==> config.mk <==
export PLATFORM = sky130hd
export DESIGN_NAME = ulc_uart
export DESIGN_NICKNAME = d
export VERILOG_FILES = /design/src/core/ulc_pkg.sv /design/src/core/ulc_rx.sv /design/src/core/ulc_uart.sv
export VERILOG_INCLUDE_DIRS = /design/src /design/src/core
export SDC_FILE = /design/constraint.sdc
export NUM_CORES = 1
export LEC_CHECK = 0
export BUFFER_PORTS_ARGS = -buffer_cell sky130_fd_sc_hd__buf_4
export CAP_MARGIN = 25
export CORE_ASPECT_RATIO = 1.4
export CORE_MARGIN = 3
export CORE_UTILIZATION = 50
export DETAILED_ROUTE_END_ITERATION = 10
export PLACE_DENSITY = 0.67
export SLEW_MARGIN = 10
export SYNTH_ARGS = -nofsm -noshare
export SYNTH_HDL_FRONTEND = slang
export SYNTH_HIERARCHICAL = 1
export SYNTH_SLANG_ARGS = --single-unit
==> constraint.sdc <==
create_clock -name clk_sys -period 2.29 [get_ports clk_sys]
set_clock_uncertainty 0.1 [all_clocks]
set_input_delay 0.3435 -clock clk_sys [delete_from_list [all_inputs] [get_ports clk_sys]]
set_output_delay 0.3435 -clock clk_sys [all_outputs]
set_load 0.005 [all_outputs]
==> src/core/ulc_params.svh <==
// register offsets, field positions and timing constants of the serial port
`ifndef ULC_PARAMS_SVH
`define ULC_PARAMS_SVH
`define ULC_OFF_DATA      3'h0
`define ULC_OFF_IEN       3'h1
`define ULC_OFF_IID       3'h2
`define ULC_OFF_LFC       3'h3
`define ULC_OFF_MCR       3'h4
`define ULC_OFF_LSR       3'h5
`define ULC_OFF_MSR       3'h6
`define ULC_OFF_SCR       3'h7
`define ULC_LFC_DLAB      7
`define ULC_LFC_SIL       6
`define ULC_LFC_FIXP      5
`define ULC_LFC_EVEN      4
`define ULC_LFC_PEN       3
`define ULC_LFC_STOP      2
`define ULC_IEN_RX        0
`define ULC_IEN_TX        1
`define ULC_IEN_LS        2
`define ULC_IEN_MS        3
`define ULC_MCR_OUT2      3
`define ULC_MCR_LOOP      4
`define ULC_DIV_RESET     16'h0001
`define ULC_OVS_LAST      4'hF
`define ULC_OVS_HALF      4'h7
`define ULC_IID_NONE      8'h01
`define ULC_IID_LS        8'h06
`define ULC_IID_RX        8'h04
`define ULC_IID_TX        8'h02
`define ULC_IID_MS        8'h00
`endif

==> src/core/ulc_pkg.sv <==
// types shared by the serial port design files
package ulc_pkg;
    typedef enum logic [2:0] {
        ULC_IDLE,
        ULC_START,
        ULC_DATA,
        ULC_PAR,
        ULC_STOP
    } ulc_ph_t;
endpackage

==> src/core/ulc_rx.sv <==
// serial receiver: character framing, parity and stop checking
`timescale 1ns/1ns
`include "ulc_params.svh"
module ulc_rx (
    clk_sys,
    sys_rst,
    tick16,
    serialIn,
    wordLen,
    parityEn,
    parityFix,
    parityEven,
    rxData,
    rxDone,
    rxParityErr,
    rxStopErr,
    rxBreak
);
    input  wire logic       clk_sys;
    input  wire logic       sys_rst;
    input  wire logic       tick16;
    input  wire logic       serialIn;
    input  wire logic [1:0] wordLen;
    input  wire logic       parityEn;
    input  wire logic       parityFix;
    input  wire logic       parityEven;
    output logic      [7:0] rxData;
    output logic            rxDone;
    output logic            rxParityErr;
    output logic            rxStopErr;
    output logic            rxBreak;

    ulc_pkg::ulc_ph_t phase_q;
    logic [3:0] ovs_q;
    logic [2:0] bit_q;
    logic [7:0] shift_q;
    logic       par_q;
    logic       zero_q;

    wire        midBit  = tick16 && (ovs_q == `ULC_OVS_HALF);
    wire        lastBit = (bit_q == {1'b1, wordLen});
    // expected parity: fixed value, or xor of data bits against even/odd select
    wire        expPar  = parityFix ? ~parityEven : (par_q ^ ~parityEven);
    // right-aligned word, lsb arrived first
    wire  [7:0] alignd  = shift_q >> (2'd3 - wordLen);

    // receiver phase machine; samples mid bit, one stop checked
    always_ff @(posedge clk_sys) begin
        rxDone <= 1'b0;
        if (sys_rst) begin
            phase_q     <= ulc_pkg::ULC_IDLE;
            ovs_q       <= 4'h0;
            bit_q       <= 3'h0;
            shift_q     <= 8'h00;
            par_q       <= 1'b0;
            zero_q      <= 1'b1;
            rxData      <= 8'h00;
            rxParityErr <= 1'b0;
            rxStopErr   <= 1'b0;
            rxBreak     <= 1'b0;
        end else if (tick16) begin
            ovs_q <= ovs_q + 4'h1;
            case (phase_q)
                ulc_pkg::ULC_IDLE: begin
                    ovs_q <= 4'h0;
                    if (!serialIn) begin
                        phase_q <= ulc_pkg::ULC_START;
                        ovs_q   <= 4'h1;
                    end
                end
                ulc_pkg::ULC_START: begin
                    if (midBit) begin
                        // false start filtered: line back high at mid bit
                        phase_q <= serialIn ? ulc_pkg::ULC_IDLE : ulc_pkg::ULC_DATA;
                        bit_q   <= 3'h0;
                        par_q   <= 1'b0;
                        zero_q  <= 1'b1;
                    end
                end
                ulc_pkg::ULC_DATA: begin
                    if (midBit) begin
                        shift_q <= {serialIn, shift_q[7:1]};
                        par_q   <= par_q ^ serialIn;
                        zero_q  <= zero_q & ~serialIn;
                        bit_q   <= bit_q + 3'h1;
                        if (lastBit) begin
                            phase_q <= parityEn ? ulc_pkg::ULC_PAR : ulc_pkg::ULC_STOP;
                        end
                    end
                end
                ulc_pkg::ULC_PAR: begin
                    if (midBit) begin
                        rxParityErr <= (serialIn != expPar);
                        zero_q      <= zero_q & ~serialIn;
                        phase_q     <= ulc_pkg::ULC_STOP;
                    end
                end
                ulc_pkg::ULC_STOP: begin
                    if (midBit) begin
                        rxData    <= alignd;
                        rxStopErr <= ~serialIn;
                        rxBreak   <= zero_q & ~serialIn;
                        rxDone    <= 1'b1;
                        phase_q   <= ulc_pkg::ULC_IDLE;
                        if (!parityEn) begin
                            rxParityErr <= 1'b0;
                        end
                    end
                end
                default: phase_q <= ulc_pkg::ULC_IDLE;
            endcase
        end
    end
endmodule

==> src/core/ulc_uart.sv <==
// serial port top: register window, baud generator, transmitter, interrupts
`timescale 1ns/1ns
`include "ulc_params.svh"
// Function
// - divisor latch select banks offsets zero, one
// - latch clear: data buffers and interrupt enable
// - force silence drives infrared output low
// - fixed parity with even select sends 0
// - fixed parity with odd select sends 1
// - even select gives even ones count
// - parity ignored unless parity enabled
// - parity sits between data and stop
// - extra stop clear gives one stop
// - five bit words get one-and-half stops
// - longer words get two stop bits
// - word length bits pick five to eight
// - least significant data bit goes first
// - fifo indicators and timeout read zero
// - divisor 1..65535 makes 16x tick
// - start, data, parity, stops in order
module ulc_uart (
    clk_sys,
    sys_rst,
    regAddr,
    regWrData,
    regWr,
    regRd,
    regRdData,
    serialIn,
    serial_out,
    infrared_tx_out,
    ctsIn_n,
    dsrIn_n,
    riIn_n,
    dcdIn_n,
    rtsOut_n,
    dtrOut_n,
    irq
);
    input  wire logic       clk_sys;
    input  wire logic       sys_rst;
    input  wire logic [2:0] regAddr;
    input  wire logic [7:0] regWrData;
    input  wire logic       regWr;
    input  wire logic       regRd;
    output logic      [7:0] regRdData;
    input  wire logic       serialIn;
    output logic            serial_out;
    output logic            infrared_tx_out;
    input  wire logic       ctsIn_n;
    input  wire logic       dsrIn_n;
    input  wire logic       riIn_n;
    input  wire logic       dcdIn_n;
    output logic            rtsOut_n;
    output logic            dtrOut_n;
    output logic            irq;

    // ======================================================================
    // registers and pin synchronisers
    logic [7:0]  lfc_q;
    logic [7:0]  ien_q;
    logic [4:0]  mcr_q;
    logic [7:0]  scr_q;
    logic [15:0] div_q;
    logic [7:0]  rbr_q;
    logic [7:0]  thr_q;
    logic        thrFull_q;
    logic        rdr_q;
    logic        oer_q;
    logic        per_q;
    logic        ser_q;
    logic        brk_q;
    logic [3:0]  msDelta_q;
    logic [3:0]  msPrev_q;
    logic [4:0]  sync1_q;
    logic [4:0]  sync2_q;

    always_ff @(posedge clk_sys) begin
        sync1_q <= {serialIn, ~dcdIn_n, ~riIn_n, ~dsrIn_n, ~ctsIn_n};
        sync2_q <= sync1_q;
    end

    // ======================================================================
    // decode
    wire dlab     = lfc_q[`ULC_LFC_DLAB];
    wire loopback = mcr_q[`ULC_MCR_LOOP];
    wire selData  = (regAddr == `ULC_OFF_DATA);
    wire selIen   = (regAddr == `ULC_OFF_IEN);
    wire wrLfc    = regWr && (regAddr == `ULC_OFF_LFC);
    wire wrMcr    = regWr && (regAddr == `ULC_OFF_MCR);
    wire wrScr    = regWr && (regAddr == `ULC_OFF_SCR);
    wire wrDivLo  = regWr && selData && dlab;
    wire wrDivHi  = regWr && selIen && dlab;
    wire wrThr    = regWr && selData && !dlab;
    wire wrIen    = regWr && selIen && !dlab;
    wire rdRbr    = regRd && selData && !dlab;
    wire rdLsr    = regRd && (regAddr == `ULC_OFF_LSR);
    wire rdMsr    = regRd && (regAddr == `ULC_OFF_MSR);

    // loopback feeds modem outputs into status inputs
    wire [3:0] msNow = loopback ? {mcr_q[3], mcr_q[2], mcr_q[0], mcr_q[1]} : sync2_q[3:0];

    // ======================================================================
    // baud generator
    logic [15:0] baud_q;
    logic        tick_q;
    // 16x tick, zero divisor held as one
    always_ff @(posedge clk_sys) begin
        if (sys_rst || wrDivLo || wrDivHi) begin
            baud_q <= 16'h0001;
            tick_q <= 1'b0;
        end else if (baud_q >= div_q) begin
            baud_q <= 16'h0001;
            tick_q <= 1'b1;
        end else begin
            baud_q <= baud_q + 16'h0001;
            tick_q <= 1'b0;
        end
    end

    // ======================================================================
    // transmitter
    ulc_pkg::ulc_ph_t txPh_q;
    logic [3:0] txOvs_q;
    logic [2:0] txBit_q;
    logic [7:0] txShift_q;
    logic       txPar_q;
    logic [1:0] txStopHalf_q;
    logic       txLine_q;

    wire [1:0] wordLen  = lfc_q[1:0];
    wire       parEn    = lfc_q[`ULC_LFC_PEN];
    wire       parFix   = lfc_q[`ULC_LFC_FIXP];
    wire       parEven  = lfc_q[`ULC_LFC_EVEN];
    wire       txEnd    = tick_q && (txOvs_q == `ULC_OVS_LAST);
    wire       txHalf   = tick_q && (txOvs_q == `ULC_OVS_HALF);
    wire       txParBit = parFix ? ~parEven : (txPar_q ^ ~parEven);
    // one stop; 1.5 for five bits; two otherwise
    wire [1:0] stopHalves = !lfc_q[`ULC_LFC_STOP] ? 2'd2 : (wordLen == 2'b00) ? 2'd3 : 2'd0;
    wire       txIdle   = (txPh_q == ulc_pkg::ULC_IDLE);

    always_ff @(posedge clk_sys) begin
        if (sys_rst) begin
            txPh_q       <= ulc_pkg::ULC_IDLE;
            txOvs_q      <= 4'h0;
            txBit_q      <= 3'h0;
            txShift_q    <= 8'h00;
            txPar_q      <= 1'b0;
            txStopHalf_q <= 2'd0;
            txLine_q     <= 1'b1;
        end else begin
            if (tick_q) begin
                txOvs_q <= txOvs_q + 4'h1;
            end
            case (txPh_q)
                ulc_pkg::ULC_IDLE: begin
                    txLine_q <= 1'b1;
                    if (thrFull_q && tick_q) begin
                        txPh_q    <= ulc_pkg::ULC_START;
                        txShift_q <= thr_q;
                        txPar_q   <= ^(thr_q & (8'hFF >> (2'd3 - wordLen)));
                        txOvs_q   <= 4'h0; // full sixteen-tick start bit
                        txLine_q  <= 1'b0;
                    end
                end
                ulc_pkg::ULC_START: begin
                    if (txEnd) begin
                        txPh_q   <= ulc_pkg::ULC_DATA;
                        txBit_q  <= 3'h0;
                        txLine_q <= txShift_q[0];
                    end
                end
                ulc_pkg::ULC_DATA: begin
                    if (txEnd) begin
                        txShift_q <= {1'b0, txShift_q[7:1]};
                        txBit_q   <= txBit_q + 3'h1;
                        txLine_q  <= txShift_q[1];
                        if (txBit_q == {1'b1, wordLen}) begin
                            txPh_q   <= parEn ? ulc_pkg::ULC_PAR : ulc_pkg::ULC_STOP;
                            txLine_q <= parEn ? txParBit : 1'b1;
                            txStopHalf_q <= stopHalves;
                        end
                    end
                end
                ulc_pkg::ULC_PAR: begin
                    if (txEnd) begin
                        txPh_q   <= ulc_pkg::ULC_STOP;
                        txLine_q <= 1'b1;
                    end
                end
                ulc_pkg::ULC_STOP: begin
                    // half bit steps count stop length; 0 stands for four
                    if (txEnd || txHalf) begin
                        txStopHalf_q <= txStopHalf_q - 2'd1;
                        if (txStopHalf_q == 2'd1) begin
                            txPh_q <= ulc_pkg::ULC_IDLE;
                        end
                    end
                end
                default: txPh_q <= ulc_pkg::ULC_IDLE;
            endcase
        end
    end

    // ======================================================================
    // receiver
    logic [7:0] rxData;
    logic       rxDone;
    logic       rxParityErr;
    logic       rxStopErr;
    logic       rxBreak;
    // loopback takes the internal line; the pin itself is held high
    wire        rxLine = loopback ? txLine_q : sync2_q[4];

    ulc_rx u_rx (
        .clk_sys     (clk_sys),
        .sys_rst     (sys_rst),
        .tick16      (tick_q),
        .serialIn    (rxLine),
        .wordLen     (wordLen),
        .parityEn    (parEn),
        .parityFix   (parFix),
        .parityEven  (parEven),
        .rxData      (rxData),
        .rxDone      (rxDone),
        .rxParityErr (rxParityErr),
        .rxStopErr   (rxStopErr),
        .rxBreak     (rxBreak)
    );

    // ======================================================================
    // register writes; hardware set wins over read clear
    always_ff @(posedge clk_sys) begin
        if (sys_rst) begin
            lfc_q     <= 8'h00;
            ien_q     <= 8'h00;
            mcr_q     <= 5'h00;
            scr_q     <= 8'h00;
            div_q     <= `ULC_DIV_RESET;
            thr_q     <= 8'h00;
            thrFull_q <= 1'b0;
            rbr_q     <= 8'h00;
            rdr_q     <= 1'b0;
            oer_q     <= 1'b0;
            per_q     <= 1'b0;
            ser_q     <= 1'b0;
            brk_q     <= 1'b0;
            msDelta_q <= 4'h0;
            msPrev_q  <= 4'h0;
        end else begin
            if (wrLfc) lfc_q <= regWrData;
            if (wrMcr) mcr_q <= regWrData[4:0];
            if (wrScr) scr_q <= regWrData;
            if (wrDivLo) div_q[7:0] <= regWrData;
            if (wrDivHi) div_q[15:8] <= regWrData;
            if (wrIen) ien_q <= {4'h0, regWrData[3:0]};
            if (wrThr) begin
                thr_q     <= regWrData;
                thrFull_q <= 1'b1;
            end else if (txIdle && thrFull_q && tick_q) begin
                thrFull_q <= 1'b0;
            end
            if (rdRbr) rdr_q <= 1'b0;
            if (rdLsr) begin
                oer_q <= 1'b0;
                per_q <= 1'b0;
                ser_q <= 1'b0;
                brk_q <= 1'b0;
            end
            if (rxDone) begin
                rbr_q <= rxData;
                rdr_q <= 1'b1;
                oer_q <= rdr_q && !rdRbr;
                per_q <= rxParityErr;
                ser_q <= rxStopErr;
                brk_q <= rxBreak;
            end
            // delta bits: changes, ring only on trailing edge
            msPrev_q <= msNow;
            if (rdMsr) msDelta_q <= 4'h0;
            msDelta_q <= (rdMsr ? 4'h0 : msDelta_q) |
                         {msNow[3] ^ msPrev_q[3], msPrev_q[2] & ~msNow[2],
                          msNow[1] ^ msPrev_q[1], msNow[0] ^ msPrev_q[0]};
        end
    end

    // ======================================================================
    // status, interrupt identification and read mux
    wire       thrEmpty = !thrFull_q;
    wire       tsrEmpty = thrEmpty && txIdle;
    wire [7:0] lsrVal = {1'b0, tsrEmpty, thrEmpty, brk_q, ser_q, per_q, oer_q, rdr_q};
    wire       intLs  = ien_q[`ULC_IEN_LS] && (oer_q || per_q || ser_q || brk_q);
    wire       intRx  = ien_q[`ULC_IEN_RX] && rdr_q;
    wire       intTx  = ien_q[`ULC_IEN_TX] && thrEmpty;
    wire       intMs  = ien_q[`ULC_IEN_MS] && (msDelta_q != 4'h0);
    // fifo bits and timeout read zero
    wire [7:0] iidVal = intLs ? `ULC_IID_LS : intRx ? `ULC_IID_RX :
                        intTx ? `ULC_IID_TX : intMs ? `ULC_IID_MS : `ULC_IID_NONE;
    wire [7:0] rdMux =
        (regAddr == `ULC_OFF_DATA) ? (dlab ? div_q[7:0] : rbr_q) :
        (regAddr == `ULC_OFF_IEN)  ? (dlab ? div_q[15:8] : ien_q) :
        (regAddr == `ULC_OFF_IID)  ? iidVal :
        (regAddr == `ULC_OFF_LFC)  ? lfc_q :
        (regAddr == `ULC_OFF_MCR)  ? {3'h0, mcr_q} :
        (regAddr == `ULC_OFF_LSR)  ? lsrVal :
        (regAddr == `ULC_OFF_MSR)  ? {msNow, msDelta_q} : scr_q;

    // read data registered, valid one cycle after strobe
    always_ff @(posedge clk_sys) begin
        if (sys_rst) regRdData <= 8'h00;
        else if (regRd) regRdData <= rdMux;
    end

    // ======================================================================
    // pins; loopback holds line high and modem outputs inactive
    always_ff @(posedge clk_sys) begin
        if (sys_rst) begin
            serial_out      <= 1'b1;
            infrared_tx_out <= 1'b1;
            rtsOut_n        <= 1'b1;
            dtrOut_n        <= 1'b1;
            irq             <= 1'b0;
        end else begin
            serial_out      <= loopback ? 1'b1 : txLine_q;
            infrared_tx_out <= lfc_q[`ULC_LFC_SIL] ? 1'b0 : txLine_q;
            rtsOut_n        <= loopback | ~mcr_q[1];
            dtrOut_n        <= loopback | ~mcr_q[0];
            irq             <= mcr_q[`ULC_MCR_OUT2] && !loopback && (iidVal[0] == 1'b0);
        end
    end
endmodule

==> reports/qor.tcl, run 1 <==
set qor(run_status) {finished, final reports clean}
set qor(cp_data_arrival_time_ns) 2.29
set qor(r2r-end) {baud_q[0]}
set qor(worstHoldStart) {sys_rst}
set qor(via_count) 6699
set qor(core_area_um2) 15700
set qor(critPathLaunch) {div_q[13]}
set qor(slew_headroom_pct) 56.0
set qor(max-vdd-ir-drop_uv) 513
set qor(r2r.worst_path.cells) 8
set qor(drt_first_pass_iters) 5
set qor(antenna_found_initial) 0
set qor(hp-class) {in2reg}
set qor(cts_tree) {built}
set qor(first_global_vias) 6289
set qor(place_congestion) 1.01
set qor(synth-seq-area-share_pct) 40.9
set qor(postSynthCellCount) 933
set qor(drt_wl_total_um) 20100
set qor(max_cap_violations) 0
set qor(critical_path.endpoint_type) {register}
set qor(ctsLongestPathBuffers) 2
set qor(htree_levels) 4
set qor(drt_iter0_drc) 577
set qor(yosys_warnings) 6
set qor(postSynthAreaPerCell_um2) 8.65
set qor(power_density_nw_per_um2) 706
set qor(synth_top_cell_area_share_pct) 40.9
set qor(port-buffer-count) 32
set qor(die_y_um) 156
set qor(place_ws_ns) 0.242
set qor(worstPathMaxFanout) 3
set qor(area_growth_syn_to_layout_pct) 12.2
set qor(total_power_mw) 6.39
set qor(synthFlopType) {sky130_fd_sc_hd__dfxtp_1}
set qor(timing.final.crit_share_pct) 90.6
set qor(post_route_cells_drive_above_1_share_pct) 12.6
set qor(dp_hpwl_um) 14300
set qor(crit_path_cell_trace) {inv_1, ha_1, a21o_1, a21o_1, a21oi_2, o211ai_1, a21o_1, or2_2}
set qor(grt_overflow_total) 0
set qor(cp.depth) 8
set qor(syn_nets) 975
set qor(setup.worst_path.end) {baud_q[0]}
set qor(crit_reg_reg_startpoint) {div_q[13]}
set qor(fin_setup_tns_ns) 0
set qor(cp.buffers_inverters) 1
set qor(vias_per_cell) 5.74
set qor(timing_worst_setup_path_type) {reg2reg}
set qor(critPathTopFamily) {compound AO/OA/AOI/OAI gates}
set qor(ff_to_ff_setup_slack_ns) 0.21
set qor(drt-wirelength-per-cell_um) 17.2
set qor(synth_edf_count) 0
set qor(placementRows) 54
set qor(floorplan.initialDensity_pct) 51.5
set qor(cts-buffers-inserted) 17
set qor(final_period_minus_worst_setup_slack_ns) 2.08
set qor(synth_top_cells_by_area) {sky130_fd_sc_hd__dfxtp_1 (41%), sky130_fd_sc_hd__mux2i_1 (8.9%), sky130_fd_sc_hd__nand2_1 (5.6%)}
set qor(cts.root.buffer_cell) {sky130_fd_sc_hd__clkbuf_16}
set qor(synth_area_um2) 8070
set qor(grt_start_max_net_pins) 48
set qor(tritoncts_num_sinks) 165
set qor(yosys_register_bits) 165
set qor(clkSlewWorstSetupHoldPaths_ns) 0.06
set qor(fmax_mhz) 482
set qor(placedCellCount) 1131
set qor(grt_pass1_wl_um) 32900
set qor(cp_slowest_cell) {sky130_fd_sc_hd__dfxtp_1}
set qor(area_of_the_die_um2) 17700
set qor(worst_skew_pair.late_latency_ns) 0.42
set qor(io_pins) 33
set qor(timing_worst_slew_pin_value_ns) 0.659
set qor(stdcell_area_um2) 9050
set qor(synth_cell_type_count) 80
set qor(die_w_um) 113
set qor(grtUsageTotal_pct) 23.2
set qor(drt_drc_violations_left) 0
set qor(fin_cells) 1167
set qor(final-setup-viol-count) 0
set qor(maxSlewViolCount) 0
set qor(inserted_diodes) 0
set qor(finish.net_count) 1001
set qor(ys_async_sr_fraction_pct) 0
set qor(timing.final.hold_violations) 0
set qor(leakage_nw) 3.31
set qor(worst_path_most_repeated_cell) {sky130_fd_sc_hd__a21o_1}
set qor(layout_setup_ws_ns) 0.214
set qor(post-synth-top-area-cell) {sky130_fd_sc_hd__dfxtp_1}
set qor(detailed_place.area_um2) 8440
set qor(timing.hold.worst_path_depth) 2
set qor(worstSetupStartpointType) {register}
set qor(antenna_left) 0
set qor(crit_path_max_incr_delay_ns) 0.38
set qor(cp.required_ns) 2.50
set qor(rsz0062_at_grt) {no}
through the flow:
stage                     utilization (%)  hold slack (ns)
after detailed placement             53.9            0.213
after global routing                 57.8            0.103
after CTS                            57.8           0.0881
after global placement               53.9            0.211
final                                57.8            0.110
after floorplan                         -            0.210
synthesized netlist by cell type (3+ instances only):
cell / number
sky130_fd_sc_hd__nand4_1: 13
sky130_fd_sc_hd__clkbuf_1: 18
sky130_fd_sc_hd__nand2_1: 121
sky130_fd_sc_hd__mux2_2: 8
sky130_fd_sc_hd__a21oi_1: 75
sky130_fd_sc_hd__buf_2: 15
sky130_fd_sc_hd__a311oi_1: 3
sky130_fd_sc_hd__buf_1: 6
sky130_fd_sc_hd__nor4_1: 3
sky130_fd_sc_hd__a32o_1: 3
sky130_fd_sc_hd__nand3_1: 32
sky130_fd_sc_hd__mux2i_1: 72
sky130_fd_sc_hd__ha_1: 22
sky130_fd_sc_hd__xor2_1: 17
sky130_fd_sc_hd__nor2b_1: 9
sky130_fd_sc_hd__and3_1: 5
sky130_fd_sc_hd__a31oi_1: 8
sky130_fd_sc_hd__a221oi_1: 3
sky130_fd_sc_hd__nor2_1: 110
sky130_fd_sc_hd__xnor2_1: 19
sky130_fd_sc_hd__nor3_1: 8
sky130_fd_sc_hd__o21ai_0: 23
sky130_fd_sc_hd__a211oi_2: 4
sky130_fd_sc_hd__o211ai_1: 8
sky130_fd_sc_hd__nor2_2: 4
sky130_fd_sc_hd__a22oi_1: 9
sky130_fd_sc_hd__and4_1: 3
sky130_fd_sc_hd__o41ai_1: 3
sky130_fd_sc_hd__a21o_1: 10
sky130_fd_sc_hd__a211oi_1: 8
sky130_fd_sc_hd__buf_4: 7
sky130_fd_sc_hd__nand2b_1: 13
sky130_fd_sc_hd__buf_6: 5
sky130_fd_sc_hd__o31ai_1: 6
sky130_fd_sc_hd__inv_1: 37
sky130_fd_sc_hd__o22ai_1: 5
sky130_fd_sc_hd__dfxtp_1: 165
final cells by class:
class	instances	area, um^2
Fill cell	1470	6620
Multi-Input combinational cell	676	4320
Sequential cell	165	3300
Clock buffer	23	488
Timing Repair Buffer	60	475
Tap cell	196	245
Inverter	39	146
Clock inverter	8	75.1
sequential cells by signal, summed over array words and instances, names as in the netlist, 4 cells and up:
signal,flops
baud_q,16
div_q,16
ien_q,4
lfc_q,8
mcr_q,5
msDelta_q,4
msPrev_q,4
rbr_q,8
regRdData,8
scr_q,8
sync1_q,5
sync2_q,5
thr_q,8
txOvs_q,4
txShift_q,8
u_rx/ovs_q,4
u_rx/rxData,8
u_rx/shift_q,8
routing by layer:
metal  up-vias  part of all wire, %  track usage (%)
met3        49                  4.7             4.49
met1      3156                   44             29.2
met5         -                    0                0
li1       3307                    -                -
met4         0                  3.1             9.74
met2       187                   49             38.9
placed cells by master, fill, tap and decap left out, types with 6 or more instances in the layout:
cell type                     n
sky130_fd_sc_hd__dfxtp_1    165
sky130_fd_sc_hd__nand2_1    121
sky130_fd_sc_hd__nor2_1     110
sky130_fd_sc_hd__a21oi_1     75
sky130_fd_sc_hd__mux2i_1     72
sky130_fd_sc_hd__buf_4       54
sky130_fd_sc_hd__inv_1       37
sky130_fd_sc_hd__nand3_1     32
sky130_fd_sc_hd__o21ai_0     23
sky130_fd_sc_hd__ha_1        22
sky130_fd_sc_hd__xnor2_1     19
sky130_fd_sc_hd__xor2_1      17
sky130_fd_sc_hd__clkbuf_16   17
sky130_fd_sc_hd__nand2b_1    13
sky130_fd_sc_hd__nand4_1     13
sky130_fd_sc_hd__a21o_1      10
sky130_fd_sc_hd__nor2b_1      9
sky130_fd_sc_hd__a22oi_1      9
sky130_fd_sc_hd__mux2_2       8
sky130_fd_sc_hd__a31oi_1      8
sky130_fd_sc_hd__nor3_1       8
sky130_fd_sc_hd__a211oi_1     8
sky130_fd_sc_hd__o211ai_1     8
sky130_fd_sc_hd__o31ai_1      6
worst min-delay path by stage:
stage	slack, ns	endpoint
5_1_grt	0.10	regRdData[0]
3_5_place_dp	0.21	sync2_q[2]
3_3_place_gp	0.21	sync2_q[4]
2_1_floorplan	0.21	sync2_q[0]
4_1_cts	0.09	regRdData[0]
6_report	0.11	regRdData[0]
what timing repair did:
action	CTS	global route
hold endpoints to repair	5	0
buffers inserted	0	0
hold buffers	5	0
resized for setup	0	0
logic make-up after synthesis:
kind of cell | after synthesis | synth area share, %
fa+ha+maj | 22 | 3.41
compound gates | 197 | 16.3
buf+inv | 92 | 5.52
simple gates | 341 | 19.9
mux | 80 | 10.0
xor+xnor | 36 | 3.91
flops | 165 | 40.9
worst reg2reg max path: cells and delay by family, from the launching register on:
| kind | cells | cell delay, ns |
|---|---|---|
| adder cells (fa/ha/maj) | 1 | 0.30 |
| flip-flops | 1 | 0.38 |
| buffers and inverters | 1 | 0.06 |
| AO/OA/AOI/OAI | 5 | 0.87 |
| AND/OR/NAND/NOR | 1 | 0.27 |
power by group:
group	internal, mW	total, mW	switching, mW
logic	0.248	0.625	0.377
registers	2.95	3.05	0.0960
clock network	1.60	2.71	1.12
total	4.80	6.39	1.59
(Power assumes the default switching activity.)
==> run 2, diff against run 1 <==
- SYNTH_HIERARCHICAL: 1 -> unset
==> reports/qor.tcl, run 2 <==
set qor(run_status) {finished, final reports clean}
set qor(clkSlewWorstSetupHoldPaths_ns) 0.06 ;# about the same
set qor(power_density_nw_per_um2) 693 ;# -1.7%
set qor(share_seq_of_total_power_pct) 47.9 ;# +0.2 points
set qor(crit_path_max_incr_delay_ns) 0.70 ;# +0.32 ns
set qor(fmax_mhz) 499 ;# +3.6%
set qor(power.clock.fraction_pct) 43.7 ;# +1.2 points
set qor(die_y_um) 156 ;# -0.42%
set qor(place_congestion) 0.876 ;# -13%
set qor(stdcell_area_um2) 9060 ;# about the same
set qor(internal_power_contribution_mw) 4.68 ;# -2.4%
set qor(antenna_left) 0 ;# unchanged
set qor(fin_setup_tns_ns) 0 ;# unchanged
set qor(vias_per_cell) 5.72 ;# -0.39%
set qor(synth_commonest_cells) {sky130_fd_sc_hd__dfxtp_1 (165), sky130_fd_sc_hd__nor2_1 (120), sky130_fd_sc_hd__nand2_1 (106)}
set qor(leakage_nw) 3.42 ;# +3.2%
set qor(leading_cell_type_in_the_layout_fill_and_taps_excluded) {sky130_fd_sc_hd__dfxtp_1}
set qor(grt_overflow_total) 0 ;# unchanged
set qor(rsz0062_at_grt) {no}
set qor(synth_edf_count) 0 ;# unchanged
set qor(worstPathMaxFanout) 9 ;# +6
set qor(layout_setup_ws_ns) 0.286 ;# +0.0716 ns
set qor(worstSetupStartpointType) {register}
set qor(critical_path.endpoint_type) {register}
set qor(slew_headroom_pct) 63.2 ;# +7.1 points
set qor(ctsLongestPathBuffers) 2 ;# unchanged
set qor(ff_to_ff_setup_slack_ns) 0.29 ;# +0.07 ns
set qor(post_route_cells_drive_above_1_share_pct) 11.8 ;# -0.76 points
set qor(synthFlopType) {sky130_fd_sc_hd__dfxtp_1}
set qor(inserted_diodes) 0 ;# unchanged
set qor(synth_top_cell_area_share_pct) 41.3 ;# +0.36 points
set qor(first_global_vias) 6523 ;# +3.7%
set qor(floorplan.initialDensity_pct) 51.3 ;# -0.23 points
set qor(max-vdd-ir-drop_uv) 470 ;# -8.5%
set qor(cp.required_ns) 2.49 ;# about the same
set qor(ctsResizeCount) 0 ;# unchanged
set qor(critPathLaunch) {u_rx.ovs_q[0]}
set qor(crit_reg_reg_startpoint) {u_rx.ovs_q[0]}
set qor(synth_top_cells_by_area) {sky130_fd_sc_hd__dfxtp_1 (41%), sky130_fd_sc_hd__mux2i_1 (7.8%), sky130_fd_sc_hd__nor2_1 (5.6%)}
set qor(antenna_found_initial) 0 ;# unchanged
set qor(setup.worst_path.end) {u_rx.shift_q[3]}
set qor(drt_drc_violations_left) 0 ;# unchanged
set qor(cts-buffers-inserted) 17 ;# unchanged
set qor(port-buffer-count) 32 ;# unchanged
set qor(postSynthAreaPerCell_um2) 8.55 ;# -1.2%
set qor(timing.hold.ws_ns) 0.109 ;# -0.000834 ns
set qor(drt_wl_total_um) 20300 ;# +0.88%
set qor(cp.buffers_inverters) 0 ;# -1
set qor(detailed_place.area_um2) 8440 ;# about the same
set qor(timing_worst_slew_pin_value_ns) 0.550 ;# -0.108 ns
set qor(die_w_um) 113 ;# -0.41%
set qor(cts_tree) {built}
set qor(postSynthCellCount) 936 ;# +0.32%
set qor(critPathTopFamily) {simple AND/OR/NAND/NOR gates}
set qor(timing.final.hold_violations) 0 ;# unchanged
set qor(ys_async_sr_fraction_pct) 0 ;# unchanged
set qor(drt_iter0_drc) 517 ;# -10%
set qor(total_power_mw) 6.28 ;# -1.7%
set qor(timing_worst_setup_path_type) {reg2reg}
set qor(final_period_minus_worst_setup_slack_ns) 2.00 ;# -0.0716 ns
set qor(post-synth-top-area-cell) {sky130_fd_sc_hd__dfxtp_1}
set qor(cp_slowest_cell) {sky130_fd_sc_hd__or4_1}
set qor(yosys_register_bits) 165 ;# unchanged
set qor(area_growth_syn_to_layout_pct) 13.2
set qor(pwr-share-comb_pct) 8.3 ;# -1.5 points
set qor(maxSlewViolCount) 0 ;# unchanged
set qor(io_pins) 33 ;# unchanged
set qor(hp-class) {in2reg}
set qor(timing.final.crit_share_pct) 87.5 ;# -3.1 points
set qor(netSwitchingPower_mw) 1.59 ;# +0.37%
set qor(cts.root.buffer_cell) {sky130_fd_sc_hd__clkbuf_16}
set qor(drt-wirelength-per-cell_um) 17.3 ;# +0.62%
set qor(core_area_um2) 15600 ;# -0.43%
set qor(largest_registers) {baud_q: 16 flops, div_q: 16 flops}
set qor(r2r-end) {u_rx.shift_q[3]}
set qor(synth-seq-area-share_pct) 41.3 ;# +0.36 points
set qor(swShare_pct) 25.4 ;# +0.53 points
set qor(synth_cell_type_count) 78 ;# -2.5%
set qor(cp.depth) 5 ;# -3
set qor(dp_hpwl_um) 14700 ;# +3.2%
set qor(max_cap_violations) 0 ;# unchanged
set qor(layout.cells.most_common_list) {sky130_fd_sc_hd__dfxtp_1 (165), sky130_fd_sc_hd__nor2_1 (120), sky130_fd_sc_hd__nand2_1 (106), sky130_fd_sc_hd__a21oi_1 (85), sky130_fd_sc_hd__mux2i_1 (62)}
set qor(drt_first_pass_iters) 5 ;# unchanged
set qor(r2r.worst_path.cells) 5 ;# -3
set qor(filler_cell_count) 1431 ;# -2.7%
set qor(place_ws_ns) 0.294 ;# +0.0516 ns
set qor(grtUsageTotal_pct) 23.8 ;# +0.53 points
set qor(htree_levels) 4 ;# unchanged
set qor(post-synth-top-count-cell) {sky130_fd_sc_hd__dfxtp_1}
set qor(grt_pass1_wl_um) 33400 ;# +1.8%
set qor(synth_area_um2) 8000 ;# -0.87%
set qor(placementRows) 54 ;# unchanged
set qor(tritoncts_num_sinks) 165 ;# unchanged
set qor(final-setup-viol-count) 0 ;# unchanged
set qor(via_count) 6690 ;# -0.13%
set qor(area_of_the_die_um2) 17600 ;# -0.83%
set qor(finish.net_count) 1003 ;# +0.20%
set qor(worst_skew_pair.late_latency_ns) 0.43 ;# about the same
set qor(crit_path_cell_trace) {ha_1, nand4b_1, or4_1, mux2i_1, nor2_1}
set qor(cp_data_arrival_time_ns) 2.21 ;# -0.08 ns
set qor(syn_nets) 978 ;# +0.31%
set qor(yosys_warnings) 0 ;# -6
set qor(grt_start_max_net_pins) 38 ;# -21%
-- run 2: power groups by stage --
| stage | Clock (mW) | Combinational (mW) | Sequential [mW] |
|---|---|---|---|
| floorplan | 0 | 0.347 | 3.05 |
| CTS | 2.80 | 0.520 | 3.01 |
| global route | 2.91 | 0.578 | 3.02 |
| detailed placement | 0 | 0.511 | 3.07 |
| finish | 2.75 | 0.524 | 3.01 |
| global placement | 0 | 0.509 | 3.07 |
-- run 2: kinds of logic after synthesis --
logic type               count (synthesis)  synth area share, %
adder cells (fa/ha/maj)                 22                 3.44
AO/OA/AOI/OAI                          199                 15.8
XOR/XNOR                                35                 4.00
buffers and inverters                   93                 4.91
multiplexers                            74                 10.2
flip-flops                             165                 41.3
AND/OR/NAND/NOR                        348                 20.3
-- run 2: metrics by stage --
stage                     utilization [%]  std cells
after floorplan                         -        936
final                                58.0       1170
after global routing                 58.0       1170
after global placement               54.1       1133
after CTS                            58.0       1170
after detailed placement             54.1       1133
-- run 2: worst min path at each step --
stage	cells past startpoint	from	to
floorplan	0	sync1_q[0]	sync2_q[0]
global placement	0	sync1_q[1]	sync2_q[1]
detailed placement	0	sync1_q[2]	sync2_q[2]
CTS	3	regWrData[5]	scr_q[5]
global route	3	regWrData[5]	scr_q[5]
finish	3	regWrData[5]	scr_q[5]
-- run 2: layer usage --
metal	vias to the layer above	GRT usage, %	routed length [um]
met5	-	0	0
met4	0	12.8	944
met3	62	4.42	871
met2	169	39.3	9800
met1	3133	29.3	8640
li1	3326	-	-
-- run 2: area by class of cell --
type,count,area (um^2),area share (%)
Multi-Input combinational cell,678,4300,47.5
Sequential cell,165,3300,36.5
Timing Repair Buffer,64,505,5.58
Clock buffer,18,439,4.85
Tap cell,196,245,2.71
Inverter,35,131,1.45
Clock inverter,14,128,1.41
-- run 2: repair_timing --
item / CTS / global route
setup buffers: 0 / 0
hold buffers: 5 / 0
setup endpoints to repair: 0 / 0
hold endpoints to repair: 5 / 0
-- run 2: worst min-delay path: cells and delay by family --
kind / cells / cell delay [ns]
buf+inv: 1 / 0.14
simple gates: 1 / 0.05
compound gates: 1 / 0.05
==> run 3, diff against run 2 <==
- CELL_PAD_IN_SITES_DETAIL_PLACEMENT: unset -> 1
- CELL_PAD_IN_SITES_GLOBAL_PLACEMENT: unset -> 2
- CORE_UTILIZATION: 50 -> 38
- PLACE_DENSITY: 0.67 -> unset
- PLACE_DENSITY_LB_ADDON: unset -> 0.1
==> reports/qor.tcl, run 3 (synthesis results as in run 2) <==
set qor(run_status) {finished, final reports clean}
set qor(maxSlewViolCount) 0 ;# unchanged
set qor(final_period_minus_worst_setup_slack_ns) 2.17 ;# +0.162 ns
set qor(timing.final.crit_share_pct) 94.6 ;# +7.1 points
set qor(area_of_the_die_um2) 22900 ;# +30%
set qor(crit_path_max_incr_delay_ns) 0.45 ;# -0.25 ns
set qor(filler_cell_count) 2440 ;# +71%
set qor(leakage_nw) 3.44 ;# +0.65%
set qor(inserted_diodes) 0 ;# unchanged
set qor(drt_drc_violations_left) 0 ;# unchanged
set qor(fin_setup_tns_ns) 0 ;# unchanged
set qor(port-buffer-count) 32 ;# unchanged
set qor(drt-wirelength-per-cell_um) 20.0 ;# +16%
set qor(floorplan.initialDensity_pct) 38.8 ;# -12 points
set qor(timing.final.hold_violations) 0 ;# unchanged
set qor(ff_to_ff_setup_slack_ns) 0.12 ;# -0.16 ns
set qor(largest_registers) {baud_q: 16 flops, div_q: 16 flops}
set qor(drt_wl_total_um) 24700 ;# +22%
set qor(worst_skew_pair.late_latency_ns) 0.44 ;# about the same
set qor(via_count) 6883 ;# +2.9%
set qor(cts-buffers-inserted) 17 ;# unchanged
set qor(post_route_cells_drive_above_1_share_pct) 12.2 ;# +0.36 points
set qor(cp_data_arrival_time_ns) 2.44 ;# +0.23 ns
set qor(vias_per_cell) 5.58 ;# -2.5%
set qor(rsz0062_at_grt) {no}
set qor(antenna_left) 0 ;# unchanged
set qor(cts.root.buffer_cell) {sky130_fd_sc_hd__clkbuf_16}
set qor(htree_levels) 4 ;# unchanged
set qor(slew_headroom_pct) 60.7 ;# -2.5 points
set qor(core_area_um2) 20600 ;# +32%
set qor(die_y_um) 178 ;# +14%
set qor(hp-class) {in2reg}
set qor(max_cap_violations) 0 ;# unchanged
set qor(ctsResizeCount) 0 ;# unchanged
set qor(grt_start_max_net_pins) 33 ;# -13%
set qor(timing_worst_slew_pin_value_ns) 0.587 ;# +0.0367 ns
set qor(tritoncts_num_sinks) 165 ;# unchanged
set qor(max-vdd-ir-drop_uv) 529 ;# +13%
set qor(crit_reg_reg_startpoint) {div_q[13]}
set qor(min_delay_worst_endpoint) {lfc_q[7]}
set qor(cts_tree) {built}
set qor(cp.depth) 8 ;# +3
set qor(grtUsageTotal_pct) 22.6 ;# -1.2 points
set qor(critPathTopFamily) {compound AO/OA/AOI/OAI gates}
set qor(grt_pass1_wl_um) 40300 ;# +20%
set qor(drt_first_pass_iters) 4 ;# -1
set qor(timing.hold.worst_path_depth) 3 ;# unchanged
set qor(worstPathMaxFanout) 15 ;# +6
set qor(final-setup-viol-count) 0 ;# unchanged
set qor(power_density_nw_per_um2) 697 ;# +0.57%
set qor(drt_iter0_drc) 345 ;# -33%
set qor(worstSetupStartpointType) {register}
set qor(grt_overflow_total) 0 ;# unchanged
set qor(worst_path_most_repeated_cell) {sky130_fd_sc_hd__a21o_1}
set qor(r2r.worst_path.cells) 8 ;# +3
set qor(cts_setup_buffers) 0 ;# unchanged
set qor(clkSlewWorstSetupHoldPaths_ns) 0.07 ;# about the same
set qor(r2r-end) {baud_q[13]}
set qor(worstHoldStart) {regWrData[7]}
set qor(area_growth_syn_to_layout_pct) 14.6
set qor(io_pins) 33 ;# unchanged
set qor(antenna_found_initial) 0 ;# unchanged
set qor(place_congestion) 0.845 ;# -3.5%
set qor(leading_cell_type_in_the_layout_fill_and_taps_excluded) {sky130_fd_sc_hd__dfxtp_1}
set qor(ctsLongestPathBuffers) 2 ;# unchanged
set qor(layout.cells.most_common_list) {sky130_fd_sc_hd__dfxtp_1 (165), sky130_fd_sc_hd__nor2_1 (120), sky130_fd_sc_hd__nand2_1 (106), sky130_fd_sc_hd__a21oi_1 (85)}
set qor(dp_hpwl_um) 18400 ;# +25%
set qor(fmax_mhz) 462 ;# -7.5%
set qor(finish.net_count) 1007 ;# +0.40%
set qor(cp.buffers_inverters) 2 ;# +2
set qor(cp_slowest_cell) {sky130_fd_sc_hd__dfxtp_1}
set qor(timing.hold.ws_ns) 0.107 ;# -0.00227 ns
set qor(die_w_um) 129 ;# +14%
set qor(cp.required_ns) 2.57 ;# +0.08 ns
set qor(timing_worst_setup_path_type) {reg2reg}
set qor(placementRows) 62 ;# +15%
set qor(critical_path.endpoint_type) {register}
set qor(crit_path_cell_trace) {inv_1, ha_1, a21o_1, a21o_1, a21oi_1, o311ai_2, buf_4, nor2_1}
set qor(first_global_vias) 7349 ;# +13%
## run 3: metal layers
layer | share of wire (%) | wire length (um) | vias to the layer above | GRT usage [%]
met5 | 0 | 0 | - | 0
met1 | 43 | 10500 | 3404 | 26.8
li1 | - | - | 3342 | -
met3 | 3.0 | 753 | 28 | 3.79
met4 | 1.7 | 410 | 0 | 6.04
met2 | 53 | 13000 | 109 | 41.6
## run 3: cell type report
cell class,instances,area [um^2],area share [%]
multi-input cells,678,4300,46.9
clock buffers,17,425,4.64
well taps,256,320,3.49
flip-flops and latches,165,3300,36.0
clock inverters,15,149,1.62
repair buffers,68,536,5.84
inverters,35,131,1.43
## run 3: worst max-delay path by stage
stage / end / slack [ns] / start
3_5_place_dp: baud_q[13] / 0.15 / div_q[13]
5_1_grt: regRdData[6] / 0.02 / txPh_q[2]
4_1_cts: baud_q[13] / 0.13 / div_q[13]
3_3_place_gp: baud_q[0] / 0.22 / div_q[13]
6_report: baud_q[13] / 0.12 / div_q[13]
2_1_floorplan: baud_q[10] / 0.35 / div_q[11]
## run 3: power breakdown
part / switching, mW / total (mW) / leakage, nW / internal, mW
Combinational: 0.332 / 0.544 / 1.81 / 0.211
Sequential: 0.0764 / 3.02 / 1.34 / 2.94
Clock: 1.38 / 2.83 / 0.284 / 1.45
Total: 1.79 / 6.39 / 3.44 / 4.60
## run 3: worst min-delay path: cells and delay by family
kind	cells	cell delay [ns]
and+or+nand+nor	1	0.06
AOI/OAI and AO/OA	1	0.05
buffers and inverters	1	0.14
## run 3: stage by stage
step | total power [mW] | setup slack (ns) | cells | util, % | area [um^2]
floorplan | 3.39 | 0.352 | 936 | - | 8000
global placement | 3.60 | 0.225 | 1197 | 41.4 | 8540
detailed placement | 3.62 | 0.152 | 1197 | 41.4 | 8540
CTS | 6.47 | 0.135 | 1234 | 44.4 | 9170
global route | 6.65 | 0.0244 | 1234 | 44.4 | 9170
finish | 6.39 | 0.124 | 1234 | 44.4 | 9170
## run 3: what timing repair did
item	CTS	global route
hold buffers	5	0
endpoints found under the setup margin	0	0
endpoints found under the hold margin	5	0
